`src/rtl/sock_dscr_pkg.sv`:
```
package sock_dscr_pkg;
    localparam logic [7:0]  OFS_INTR      = 8'h10;
    localparam logic [7:0]  OFS_MASK      = 8'h14;
    localparam logic [7:0]  OFS_BUFFER    = 8'h20;
    localparam logic [7:0]  OFS_SYNC      = 8'h24;
    localparam logic [7:0]  OFS_CHAIN     = 8'h28;
    localparam logic [7:0]  OFS_SIZE      = 8'h2C;
    localparam logic [7:0]  OFS_CTRL      = 8'h30;
    localparam logic [7:0]  OFS_EVENT     = 8'h7C;
    localparam int          INTR_BITS     = 10;
    localparam int          EVT_TYPE_BIT  = 16;
    localparam int          CTRL_PROD_BIT = 0;
    localparam int          CTRL_CONS_BIT = 1;
    localparam int          CTRL_IDLE_BIT = 2;
    localparam logic [5:0]  CPU_BLOCK     = 6'h3F;
    localparam logic [15:0] END_OF_LIST   = 16'hFFFF;
    localparam logic [31:0] RESET_WORD    = 32'h0000_0000;
    localparam logic [9:0]  RESET_MASK    = 10'h000;
    localparam logic [15:0] RESET_DSCR    = 16'hFFFF;
    localparam int          SIZE_UNIT_LOG = 4;
    localparam int          I_PROD        = 0;
    localparam int          I_CONS        = 1;
    localparam int          I_NOT_AVL     = 3;
    localparam int          I_ERROR       = 6;

    typedef struct packed {
        logic        en_prod_int;
        logic        en_prod_evt;
        logic [5:0]  producer_block_number;
        logic [7:0]  prod_sck;
        logic        en_cons_int;
        logic        en_cons_evt;
        logic [5:0]  consumer_block_number;
        logic [7:0]  cons_sck;
    } sync_s;

    typedef struct packed {
        logic [15:0] byte_count;
        logic [11:0] buf_size;
        logic        occupied;
        logic        buf_error;
        logic        eop;
        logic        marker;
    } size_s;

    typedef struct packed {
        logic [15:0] wr_next;
        logic [15:0] rd_next;
    } chain_s;

    typedef struct packed {
        logic        valid;
        logic        is_produce;
        logic [5:0]  block;
        logic [7:0]  sck;
    } evt_s;
endpackage : sock_dscr_pkg

```
`src/rtl/dma_socket_descriptor_regs.sv`:
```
`timescale 1ns/10ps
module dma_socket_descriptor_regs
    import sock_dscr_pkg::*;
#(
    parameter logic [5:0] OWN_BLOCK  = 6'h01,
    parameter logic [7:0] OWN_SOCKET = 8'h00
) (
    // Clock and reset
    input  wire logic        clk,
    input  wire logic        rst,
    // Register port
    input  wire logic [7:0]  reg_addr,
    input  wire logic [31:0] reg_wdata,
    input  wire logic        reg_wr,
    input  wire logic        reg_rd,
    output logic      [31:0] reg_rdata,
    // Descriptor fetch from memory
    input  wire logic        fetch_valid,
    input  wire logic [15:0] fetch_number,
    input  wire logic [31:0] fetch_buffer,
    input  wire sync_s       fetch_sync,
    input  wire chain_s      fetch_chain,
    input  wire size_s       fetch_size,
    // Streaming core side
    input  wire logic        core_done,
    input  wire logic [15:0] core_byte_count,
    input  wire logic        core_eop,
    input  wire logic        core_error,
    output logic             core_eop_return,
    output logic             core_marker,
    // Writeback and outgoing events
    output logic             wb_valid,
    output logic      [15:0] wb_number,
    output size_s            wb_size,
    output evt_s             evt_out,
    // Interrupt request and state
    input  wire logic [9:0]  hw_intr_set,
    output logic      [9:0]  socket_interrupt_request,
    output logic             cpu_intr,
    output logic      [15:0] dscr_number,
    output logic      [19:0] buf_capacity
);

    logic [31:0] buffer_r;
    sync_s       sync_r;
    chain_s      chain_r;
    size_s       size_r;
    logic [9:0]  mask_r;
    logic [9:0]  intr_r;
    logic [9:0]  intr_nxt;
    logic [15:0] dscr_r;
    logic        socket_produce_events_on;
    logic        socket_consume_events_on;
    logic        socket_idle;
    logic        ev_wr;
    logic        ev_produce;
    logic        ev_hits;
    logic        send_prod;
    logic        send_cons;
    logic        prod_to_cpu;
    logic        cons_to_cpu;
    logic [31:0] rdata_nxt;

    function automatic logic is_self(input logic [5:0] blk, input logic [7:0] sck);
        is_self = (blk == OWN_BLOCK) && (sck == OWN_SOCKET);
    endfunction : is_self

    // Size word as it stands once the core has finished the buffer
    function automatic size_s completed(input size_s cur, input logic [15:0] cnt, input logic eop,
                                        input logic err);
        completed            = cur;
        completed.byte_count = cnt;
        completed.eop        = eop;
        completed.buf_error  = err;
        completed.occupied   = ~cur.occupied;
    endfunction : completed

    // Descriptor words
    always_ff @(posedge clk or posedge rst) begin
        if (rst) begin
            buffer_r <= RESET_WORD;
            sync_r   <= '0;
            dscr_r   <= RESET_DSCR;
        end else if (fetch_valid) begin
            buffer_r <= fetch_buffer;
            sync_r   <= fetch_sync;
            dscr_r   <= fetch_number;
        end
    end

    // Chain may be patched by software while idle; the adapter owns it otherwise
    always_ff @(posedge clk or posedge rst) begin
        if (rst) begin
            chain_r <= '0;
        end else if (fetch_valid) begin
            chain_r <= fetch_chain;
        end else if (reg_wr && reg_addr == OFS_CHAIN && socket_idle) begin
            chain_r <= reg_wdata;
        end
    end

    // Event targets and gating
    assign ev_wr      = reg_wr && reg_addr == OFS_EVENT;
    assign ev_produce = reg_wdata[EVT_TYPE_BIT];
    assign ev_hits    = ev_wr && reg_wdata[15:0] == dscr_r;
    // Role follows the flag: an empty buffer was filled, a full one drained
    assign send_prod  = core_done && !size_r.occupied && sync_r.en_prod_evt && socket_produce_events_on;
    assign send_cons  = core_done && size_r.occupied && sync_r.en_cons_evt && socket_consume_events_on;
    assign prod_to_cpu = send_prod && sync_r.consumer_block_number == CPU_BLOCK;
    assign cons_to_cpu = send_cons && sync_r.producer_block_number == CPU_BLOCK;

    // Size word: after fetch only eop, count, error, occupied move
    always_ff @(posedge clk or posedge rst) begin
        if (rst) begin
            size_r <= '0;
        end else if (fetch_valid) begin
            size_r <= fetch_size;
        end else if (core_done) begin
            // Count, end marker and error come from the core; occupied flips
            size_r <= completed(size_r, core_byte_count, core_eop, core_error);
        end else if (ev_hits) begin
            size_r.occupied <= ev_produce;
        end
    end

    // Writeback and event out, one cycle after completion
    always_ff @(posedge clk or posedge rst) begin
        if (rst) begin
            wb_valid  <= 1'b0;
            wb_number <= RESET_DSCR;
            wb_size   <= '0;
            evt_out   <= '0;
        end else begin
            wb_valid  <= send_prod || send_cons;
            wb_number <= dscr_r;
            // Memory must get the finished word, not the one fetched
            wb_size   <= completed(size_r, core_byte_count, core_eop, core_error);
            evt_out.valid      <= (send_prod && !prod_to_cpu) || (send_cons && !cons_to_cpu);
            evt_out.is_produce <= send_prod;
            evt_out.block      <= send_prod ? sync_r.consumer_block_number : sync_r.producer_block_number;
            evt_out.sck        <= send_prod ? sync_r.cons_sck : sync_r.prod_sck;
        end
    end

    // Interrupt requests: set wins over a clear in the same cycle
    always_comb begin
        intr_nxt = intr_r;
        if (reg_wr && reg_addr == OFS_INTR) begin
            intr_nxt = intr_nxt & ~reg_wdata[INTR_BITS-1:0];
        end
        intr_nxt = intr_nxt | hw_intr_set;
        if (send_prod && (sync_r.en_prod_int || prod_to_cpu)) intr_nxt[I_PROD] = 1'b1;
        if (send_cons && (sync_r.en_cons_int || cons_to_cpu)) intr_nxt[I_CONS] = 1'b1;
        // Own-socket events count as received
        if (evt_out.valid && is_self(evt_out.block, evt_out.sck)) begin
            intr_nxt[evt_out.is_produce ? I_PROD : I_CONS] = 1'b1;
        end
        if (dscr_r == END_OF_LIST) intr_nxt[I_NOT_AVL] = 1'b1;
        if (core_done && core_error) intr_nxt[I_ERROR] = 1'b1;
    end

    always_ff @(posedge clk or posedge rst) begin
        if (rst) begin
            intr_r <= RESET_MASK;
        end else begin
            intr_r <= intr_nxt;
        end
    end

    // Mask and control
    always_ff @(posedge clk or posedge rst) begin
        if (rst) begin
            mask_r                   <= RESET_MASK;
            socket_produce_events_on <= 1'b0;
            socket_consume_events_on <= 1'b0;
            socket_idle              <= 1'b1;
        end else if (reg_wr && reg_addr == OFS_MASK) begin
            mask_r <= reg_wdata[INTR_BITS-1:0];
        end else if (reg_wr && reg_addr == OFS_CTRL) begin
            socket_produce_events_on <= reg_wdata[CTRL_PROD_BIT];
            socket_consume_events_on <= reg_wdata[CTRL_CONS_BIT];
            socket_idle              <= reg_wdata[CTRL_IDLE_BIT];
        end
    end

    assign socket_interrupt_request = intr_r;
    assign cpu_intr        = |(intr_r & mask_r);
    assign core_eop_return = size_r.eop;
    assign core_marker     = size_r.marker;
    assign dscr_number     = dscr_r;
    assign buf_capacity    = {8'h00, size_r.buf_size} << SIZE_UNIT_LOG;

    // Read mux; event location and holes read zero
    always_comb begin
        case (reg_addr)
            OFS_INTR:   rdata_nxt = {22'h000000, intr_r};
            OFS_MASK:   rdata_nxt = {22'h000000, mask_r};
            OFS_BUFFER: rdata_nxt = buffer_r;
            OFS_SYNC:   rdata_nxt = sync_r;
            OFS_CHAIN:  rdata_nxt = chain_r;
            OFS_SIZE:   rdata_nxt = size_r;
            OFS_CTRL:   rdata_nxt = {29'h00000000, socket_idle, socket_consume_events_on,
                                     socket_produce_events_on};
            default:    rdata_nxt = 32'h0000_0000;
        endcase
    end

    always_ff @(posedge clk or posedge rst) begin
        if (rst) begin
            reg_rdata <= RESET_WORD;
        end else begin
            reg_rdata <= reg_rd ? rdata_nxt : RESET_WORD;
        end
    end

    property p_mask_report;
        @(posedge clk) disable iff (rst) (|(intr_r & mask_r)) |-> cpu_intr;
    endproperty
    a_mask_report: assert property (p_mask_report) else $error("masked request not reported");

    property p_no_avl;
        @(posedge clk) disable iff (rst) (dscr_r == END_OF_LIST) |=> intr_r[I_NOT_AVL];
    endproperty
    a_no_avl: assert property (p_no_avl) else $error("not-available not raised");

    property p_prod_gate;
        @(posedge clk) disable iff (rst) (core_done && !sync_r.en_prod_evt && !send_cons) |=> !wb_valid;
    endproperty
    a_prod_gate: assert property (p_prod_gate) else $error("writeback without enable");

    property p_cons_gate;
        @(posedge clk) disable iff (rst) (core_done && !socket_consume_events_on && !send_prod) |=> !wb_valid;
    endproperty
    a_cons_gate: assert property (p_cons_gate) else $error("consume writeback without enable");

    property p_event_occ;
        @(posedge clk) disable iff (rst)
            (ev_hits && !fetch_valid && !core_done) |=> size_r.occupied == $past(ev_produce);
    endproperty
    a_event_occ: assert property (p_event_occ) else $error("event did not move occupied");

    property p_fetch_load;
        @(posedge clk) disable iff (rst) fetch_valid |=> buffer_r == $past(fetch_buffer);
    endproperty
    a_fetch_load: assert property (p_fetch_load) else $error("buffer base not loaded");

    property p_chain_busy;
        @(posedge clk) disable iff (rst) (!socket_idle && !fetch_valid) |=> $stable(chain_r);
    endproperty
    a_chain_busy: assert property (p_chain_busy) else $error("chain changed while active");

    property p_size_fixed;
        @(posedge clk) disable iff (rst) !fetch_valid |=> $stable(size_r.buf_size) && $stable(size_r.marker);
    endproperty
    a_size_fixed: assert property (p_size_fixed) else $error("fixed size field changed");

    property p_mask_keeps_req;
        @(posedge clk) disable iff (rst) (reg_wr && reg_addr == OFS_MASK) |=> ($past(intr_r) & ~intr_r) == 10'h000;
    endproperty
    a_mask_keeps_req: assert property (p_mask_keeps_req) else $error("mask write cleared a request");

    property p_mask_load;
        @(posedge clk) disable iff (rst)
            (reg_wr && reg_addr == OFS_MASK) |=> {22'h000000, mask_r} == ($past(reg_wdata) & 32'h0000_03FF);
    endproperty
    a_mask_load: assert property (p_mask_load) else $error("mask not loaded");

    property p_buf_hold;
        @(posedge clk) disable iff (rst) !fetch_valid |=> $stable(buffer_r);
    endproperty
    a_buf_hold: assert property (p_buf_hold) else $error("buffer base changed without fetch");

    property p_sync_hold;
        @(posedge clk) disable iff (rst) !fetch_valid |=> $stable(sync_r);
    endproperty
    a_sync_hold: assert property (p_sync_hold) else $error("sync word changed without fetch");

    property p_sync_load;
        @(posedge clk) disable iff (rst) fetch_valid |=> sync_r == $past(fetch_sync);
    endproperty
    a_sync_load: assert property (p_sync_load) else $error("sync word not loaded");

    property p_prod_cpu_drop;
        @(posedge clk) disable iff (rst) (send_prod && sync_r.consumer_block_number == CPU_BLOCK) |=> !evt_out.valid;
    endproperty
    a_prod_cpu_drop: assert property (p_prod_cpu_drop) else $error("produce event to CPU not dropped");

    property p_cons_cpu_drop;
        @(posedge clk) disable iff (rst) (send_cons && sync_r.producer_block_number == CPU_BLOCK) |=> !evt_out.valid;
    endproperty
    a_cons_cpu_drop: assert property (p_cons_cpu_drop) else $error("consume event to CPU not dropped");

    property p_prod_cpu_intr;
        @(posedge clk) disable iff (rst) (send_prod && sync_r.consumer_block_number == CPU_BLOCK) |=> intr_r[I_PROD];
    endproperty
    a_prod_cpu_intr: assert property (p_prod_cpu_intr) else $error("CPU produce event not logged");

    property p_cons_cpu_intr;
        @(posedge clk) disable iff (rst) (send_cons && sync_r.producer_block_number == CPU_BLOCK) |=> intr_r[I_CONS];
    endproperty
    a_cons_cpu_intr: assert property (p_cons_cpu_intr) else $error("CPU consume event not logged");

    property p_prod_target;
        @(posedge clk) disable iff (rst) send_prod |=> evt_out.is_produce && evt_out.sck == $past(sync_r.cons_sck);
    endproperty
    a_prod_target: assert property (p_prod_target) else $error("produce event to wrong socket");

    property p_cons_target;
        @(posedge clk) disable iff (rst) send_cons |=> !evt_out.is_produce && evt_out.sck == $past(sync_r.prod_sck);
    endproperty
    a_cons_target: assert property (p_cons_target) else $error("consume event to wrong socket");

    property p_prod_log;
        @(posedge clk) disable iff (rst) (send_prod && sync_r.en_prod_int) |=> intr_r[I_PROD];
    endproperty
    a_prod_log: assert property (p_prod_log) else $error("produce interrupt not logged");

    property p_cons_log;
        @(posedge clk) disable iff (rst) (send_cons && sync_r.en_cons_int) |=> intr_r[I_CONS];
    endproperty
    a_cons_log: assert property (p_cons_log) else $error("consume interrupt not logged");

    property p_no_mask_quiet;
        @(posedge clk) disable iff (rst) (mask_r == 10'h000) |-> !cpu_intr;
    endproperty
    a_no_mask_quiet: assert property (p_no_mask_quiet) else $error("unmasked request reached CPU");

    property p_count_load;
        @(posedge clk) disable iff (rst)
            (core_done && !fetch_valid) |=> size_r.byte_count == $past(core_byte_count);
    endproperty
    a_count_load: assert property (p_count_load) else $error("byte count not recorded");

    property p_eop_load;
        @(posedge clk) disable iff (rst) (core_done && !fetch_valid) |=> core_eop_return == $past(core_eop);
    endproperty
    a_eop_load: assert property (p_eop_load) else $error("end marker not returned");

    property p_err_load;
        @(posedge clk) disable iff (rst) (core_done && !fetch_valid) |=> size_r.buf_error == $past(core_error);
    endproperty
    a_err_load: assert property (p_err_load) else $error("error flag not recorded");

    property p_occ_flip;
        @(posedge clk) disable iff (rst)
            (core_done && !fetch_valid) |=> size_r.occupied != $past(size_r.occupied);
    endproperty
    a_occ_flip: assert property (p_occ_flip) else $error("occupied flag did not flip");

    property p_capacity;
        @(posedge clk) disable iff (rst) 1'b1 |-> buf_capacity == {4'h0, size_r.buf_size, 4'h0};
    endproperty
    a_capacity: assert property (p_capacity) else $error("capacity not sixteen bytes a unit");

    property p_wb_word;
        @(posedge clk) disable iff (rst) ((send_prod || send_cons) && !fetch_valid) |=> wb_size == size_r;
    endproperty
    a_wb_word: assert property (p_wb_word) else $error("writeback differs from size word");

    property p_wb_number;
        @(posedge clk) disable iff (rst) ((send_prod || send_cons) && !fetch_valid) |=> wb_number == $past(dscr_r);
    endproperty
    a_wb_number: assert property (p_wb_number) else $error("writeback to wrong descriptor");

    property p_size_read;
        @(posedge clk) disable iff (rst) (reg_rd && reg_addr == OFS_SIZE) |=> reg_rdata == $past(size_r);
    endproperty
    a_size_read: assert property (p_size_read) else $error("size word read wrong");

    property p_event_read;
        @(posedge clk) disable iff (rst) (reg_rd && reg_addr == OFS_EVENT) |=> reg_rdata == 32'h0000_0000;
    endproperty
    a_event_read: assert property (p_event_read) else $error("event location read not zero");

    property p_chain_patch;
        @(posedge clk) disable iff (rst)
            (reg_wr && reg_addr == OFS_CHAIN && socket_idle && !fetch_valid) |=> chain_r == $past(reg_wdata);
    endproperty
    a_chain_patch: assert property (p_chain_patch) else $error("idle chain write lost");

    property p_event_miss;
        @(posedge clk) disable iff (rst) (ev_wr && !ev_hits && !fetch_valid && !core_done) |=> $stable(size_r);
    endproperty
    a_event_miss: assert property (p_event_miss) else $error("event for other descriptor moved size");

endmodule : dma_socket_descriptor_regs

```
`config.mk`:
```
export PLATFORM = sky130hd
export DESIGN_NAME = dma_socket_descriptor_regs
export DESIGN_NICKNAME = d
export VERILOG_FILES = /design/src/rtl/sock_dscr_pkg.sv /design/src/rtl/dma_socket_descriptor_regs.sv
export SDC_FILE = /design/constraint.sdc
export NUM_CORES = 1
export LEC_CHECK = 0
export ABC_AREA = 1
export BUFFER_PORTS_ARGS = -buffer_cell sky130_fd_sc_hd__clkbuf_2
export CAP_MARGIN = 15
export CELL_PAD_IN_SITES_DETAIL_PLACEMENT = 1
export CELL_PAD_IN_SITES_GLOBAL_PLACEMENT = 1
export CORE_MARGIN = 10
export CORE_UTILIZATION = 35
export CTS_BUF_LIST = sky130_fd_sc_hd__clkbuf_2 sky130_fd_sc_hd__clkbuf_4 sky130_fd_sc_hd__clkbuf_8
export DETAILED_ROUTE_END_ITERATION = 6
export PLACE_DENSITY = 0.78
export REMOVE_ABC_BUFFERS = 1
export SYNTH_ARGS = -nofsm -noshare
export SYNTH_HDL_FRONTEND = slang
export SYNTH_SLANG_ARGS = --single-unit
```
`constraint.sdc`:
```
create_clock -name clk -period 7.8 [get_ports clk]
set_clock_uncertainty 0.15 [all_clocks]
set_input_delay 0.78 -clock clk [delete_from_list [all_inputs] [get_ports clk]]
set_output_delay 0.78 -clock clk [all_outputs]
set_load 0.01 [all_outputs]
```
**Yosys cells after proc, flatten, opt, wreduce, memory -nomap -nowiden**

Cells that the tools add are included.

- Bits of input ports: 218
- Memory bits (read-only): 0
- Memories: 0
- Logic and storage cells: 114
- Register bits: 264
- RAM bits: 0
- Latch bits: 0

- Equality and inequality tests: 13
- Muxes and demuxes: 20
- Reductions and logical operators: 36
- $lt $le $gt $ge: 2
- Shift-type cells: 0
- Bitwise gates (word level): 7
- Div/mod/pow operators: 0
- Multiply operators: 0
- Add/sub/neg operators: 0

Operators by type and width:

| operator | number |
|---|---|
| $pmux 32 s7 | 1 |
| $mux 32 | 4 |
| $eq 8x6->1 const B | 5 |
| $mux 28 | 1 |
| $logic_and 1x1->1 | 23 |
| $and 10x10->10 | 2 |
| $mux 10 | 2 |
| $or 10x10->10 | 2 |
| $eq 16x16->1 | 1 |
| $eq 16x16->1 const B | 1 |
| $eq 8x5->1 const B | 2 |
| $eq 6x6->1 const B | 2 |
| $not 10->10 | 1 |
| $reduce_or 10->1 | 1 |
| $eq 8x7->1 const B | 1 |
| $logic_not 8->1 | 1 |
| $mux 1 | 8 |
| $mux 8 | 1 |
| $eq 6x1->1 const B | 1 |
| $mux 6 | 1 |
| $lt 1x5->1 const B | 1 |
| $demux 1 s4 | 1 |
| $logic_or 1x1->1 | 4 |
| $reduce_bool 2->1 | 2 |
| 6 further kinds | 9 |

**Longest topological paths before layout**

- Depth in word-level cells: 11
- Gate-level depth with buffers: 10
- Depth with buffers taken out: 10

**Worst setup path after synthesis**

OpenSTA, ideal clock, no wires.

- Path type: input to register
- Start point: in reg_addr[1]
- End point: reg mask_r[0]
- Data required time: 7.531 ns
- Buffers on the path: 1
- Cell stages on the path: 8
- Arrival: 1.742 ns
- Setup slack: 5.790 ns
- Path through: nor2_1 nand2_1 nor2_1 nand2_1 nor2_1 buf_2 nand2_1 o21a_1

- Cells in the longest elaborated chain, start to end: 2

RTL lines:

| element | RTL line | source |
|---|---|---|
| start, declared | dma_socket_descriptor_regs.sv:12 | `input wire logic [7:0] reg_addr,` |
| $eq 8x5->1 | dma_socket_descriptor_regs.sv:177 | `end else if (reg_wr && reg_addr == OFS_MASK) begin` |
| $logic_and 1x1->1 | dma_socket_descriptor_regs.sv:177 |  |
| end signal, assigned | dma_socket_descriptor_regs.sv:178 | `mask_r <= reg_wdata[INTR_BITS-1:0];` |
| end, declared | dma_socket_descriptor_regs.sv:48 | `logic [9:0] mask_r;` |

Every way passes these cells.
A chain may end at the register's enable or synchronous reset.

**Final worst setup path**

- Start point: in reg_addr[3]
- End point: reg chain_r[28] (netlist bit)

- Cells in the longest elaborated chain, start to end: 4

RTL lines:

| element | RTL line | source |
|---|---|---|
| $eq 8x6->1 | dma_socket_descriptor_regs.sv:97 | `end else if (reg_wr && reg_addr == OFS_CHAIN && socket_idle) begin` |
| $logic_and 1x1->1 (2 in a row) | dma_socket_descriptor_regs.sv:97 |  |
| $reduce_bool 2->1 (no source line) | -- |  |
| end signal, assigned | dma_socket_descriptor_regs.sv:96 | `chain_r <= fetch_chain;` |
| end signal, assigned | dma_socket_descriptor_regs.sv:98 | `chain_r <= reg_wdata;` |
| end, declared | dma_socket_descriptor_regs.sv:46 | `chain_s chain_r;` |

Every way passes these cells.

==> impl_metrics.py <==
metrics = {
    "sta": {
        "max_freq_mhz": 292.0,
        "post-route-min-period_ns": 3.425,
        "setup_viol": 0,
        "slew_headroom_pct": 29.61,
        "tightestPinTransition_ns": 1.055,
        "rsz0062_at_grt": "false",
        "finalHoldViolCount": 0,
        "slew_viol_final": 0,
        "post-route-period-util_pct": 43.91,
        "hold_slack_ns": 0.2063,
    },
    "layout": {
        "layout.cells.non_filler": 2093,
        "drive_gt1_share_pct": 29.32,
        "final_cell_mix": "382 x nand2_1, 354 x clkbuf_2, 231 x dfrtp_1",
        "layout_commonest_cell": "nand2_1",
        "area_growth_pct": 27.57,
        "fin_nets": 1871,
    },
    "yosys": {
        "synthCells": 1311,
        "yosysTopAreaCell": "dfrtp_1",
        "synth_warnings": 0,
        "syn-cell-area_sq_um": 11290,
        "ys_types": 32,
        "syn_area_per_cell_sq_um": 8.611,
        "synth_area_leaders": "dfrtp_1 51%, nand2_1 13%, dfstp_2 7.7%, o21ai_0 6.9%, inv_1 5.0%",
        "synth_top_area_share_pct": 51.20,
        "yosysSeqAreaShare_pct": 58.88,
        "synth.ff_latch_count": 264,
    },
    "drt": {
        "wirelength_mm": 43.42,
        "ant_nets": 0,
        "drt-pass1-iter-count": 5,
        "wl_per_cell_um": 20.74,
        "via_per_inst": 4.903,
        "vias": 10260,
        "drcViolationCount": 0,
        "initialDrtViolationCount": 414,
    },
    "hold_path": {
        "hold_path.class": "in -> reg",
        "hold_path_end": "wb_size[30]",
        "hp-start": "core_byte_count[14]",
        "min_path_cells": 1,
    },
    "clock_network": {
        "cts_root_buf": "clkbuf_8",
        "cts-hold-fix-buffers": 0,
        "clkLatencyLatePin_ns": 0.55,
        "cts_setup_buffers": 0,
        "cts_tree": "done",
        "clk_pin_slew_ns": 0.06,
        "h-tree-depth": 2,
        "cts_buffer_depth": 3,
        "cts_buffers": 48,
        "cts.sinks": 264,
        "post_cts_resized": 0,
    },
    "place": {
        "io_buffers": 355,
        "dp.cells": 2003,
        "place_congestion": 0.8465,
        "hpwl_mm": 32.00,
    },
    "global_routing": {
        "grt_pass1_vias": 11320,
        "grt_overflow": 0,
        "grt_pass1_wl_mm": 66.03,
        "grt_use_total_pct": 21.56,
        "antenna_found_initial": 3,
        "grt_max_degree": 144,
    },
    "job": {
        "cap_violations": 0,
    },
    "pwr": {
        "p_int_mw": 2.488,
        "seq_power_share_pct": 45.8,
        "power_switching_uw": 876.4,
        "p_comb_share_pct": 10.8,
        "power_leakage_nw": 7.524,
        "vdd_drop_max_uv": 148.0,
        "power_density_nw_per_um2": 233.6,
        "swShare_pct": 26.05,
        "p_clk_share_pct": 43.4,
    },
    "worst_setup_path": {
        "critPathKind": "in -> reg",
        "crit_required_ns": 8.10,
        "cp-start-kind": "input pin",
        "path_cells": "clkbuf_2 > inv_1 > nor3_2 > nand2_2 > o21ai_4 > buf_4 > nand2_1 > o21ai_0",
        "r2r-start": "socket_idle",
        "cp_slowest_cell": "o21ai_4",
        "r2r-end": "chain_r[28]",
        "arrival_ns": 3.73,
        "cpPeakStageDelay_ns": 0.88,
        "reg2reg_slack_ns": 5.50,
        "worst-r2r-cell-count": 5,
        "endpoint_kind": "flop",
        "critPathMaxFanout": 33,
    },
    "run_status": {
        "status": "finished clean",
    },
    "floorplanning": {
        "dieWidth_um": 199.6,
        "start_util_pct": 35.59,
        "row_count": 65,
        "coreArea_sq_um": 31720,
        "io_pins": 364,
        "dieArea_sq_um": 39840,
        "die-height_um": 199.6,
    },
}
==> synth_stat cells, drive strengths merged <==
cell type and number:
a21oi 15, dfrtp 231, nand3 51, buf 46
nand4 9, conb 1, inv 153, clkinv 1
o211ai 20, o21a 9, o22ai 36, nor3b 1
nor2 105, nor4 5, nand2 384, a221oi 2
or2 2, nand3b 4, clkbuf 35, nor3 6
xor2 3, o21ai 156, dfstp 33, o21bai 3
==> layout make-up <==
type	count	area (sq um)
antenna	3	7.507
clock buffer	75	957.2
clock inverter	10	132.6
fill	3884	17320
inverter	154	585.6
multi-input combinational	819	3687
sequential	264	6648
tap	402	503.0
timing repair buffer	366	1882
==> stage by stage <==
stage	cell area, sq um	setup WS, ns	util (%)	setup TNS (ns)	power [mW]
2_1_floorplan	10910	-0.3439	-	-79.45	1.720
3_3_place_gp	13290	4.053	41.89	0	1.917
3_5_place_dp	13290	3.883	41.89	0	1.933
4_1_cts	14380	4.432	45.33	0	3.419
5_1_grt	14400	4.109	45.39	0	3.543
6_report	14400	4.375	45.41	0	3.365
==> worst max-delay path, delay by kind of cell <==
kind | cells | cell delay [ns]
AND/OR/NAND/NOR | 3 | 1.26
buffers and inverters | 3 | 0.66
AO/OA/AOI/OAI | 2 | 0.97
==> worst max path at each step <==
stage	end	depth (start not counted)	startpoint	slack, ns
2_1_floorplan	buf_capacity[10]	1	rst	-0.34
3_3_place_gp	chain_r[5]	8	reg_addr[3]	4.05
3_5_place_dp	chain_r[31]	7	reg_addr[3]	3.88
4_1_cts	chain_r[31]	7	reg_addr[3]	4.43
5_1_grt	chain_r[5]	8	reg_addr[3]	4.11
6_report	chain_r[28]	8	reg_addr[3]	4.37
==> logic make-up after synthesis <==
family / share of synthesized area [%]
AND/OR/NAND/NOR: 20.18
flip-flops: 58.88
AO/OA/AOI/OAI: 11.96
buffers and inverters: 8.711
XOR/XNOR: 0.2328
other: 0.03322
==> power by group through the flow <==
stage,sequential [mW],combinational (mW),clock [mW]
after floorplan,1.57,0.152,0
after global placement,1.56,0.357,0
after detailed placement,1.57,0.367,0
after CTS,1.54,0.371,1.51
after global routing,1.55,0.413,1.58
final,1.54,0.363,1.46
==> registers in the layout (all words and copies together) (netlist names), 10 cells and up <==
name,flops
buf_capacity,12
buffer_r,32
chain_r,32
dscr_number,16
evt_out,16
mask_r,10
reg_rdata,32
size_r,18
socket_interrupt_request,10
sync_r,32
wb_number,16
wb_size,32
==> per-layer routing <==
layer,up-vias,track usage (%),part of all wire (%)
li1,4831,-,-
met3,74,6.308,8.3
met4,0,6.394,2.3
met5,-,0,0
met1,5011,26.09,41
met2,347,36.37,49
Note: power is estimated with default switching activity, not from simulation.
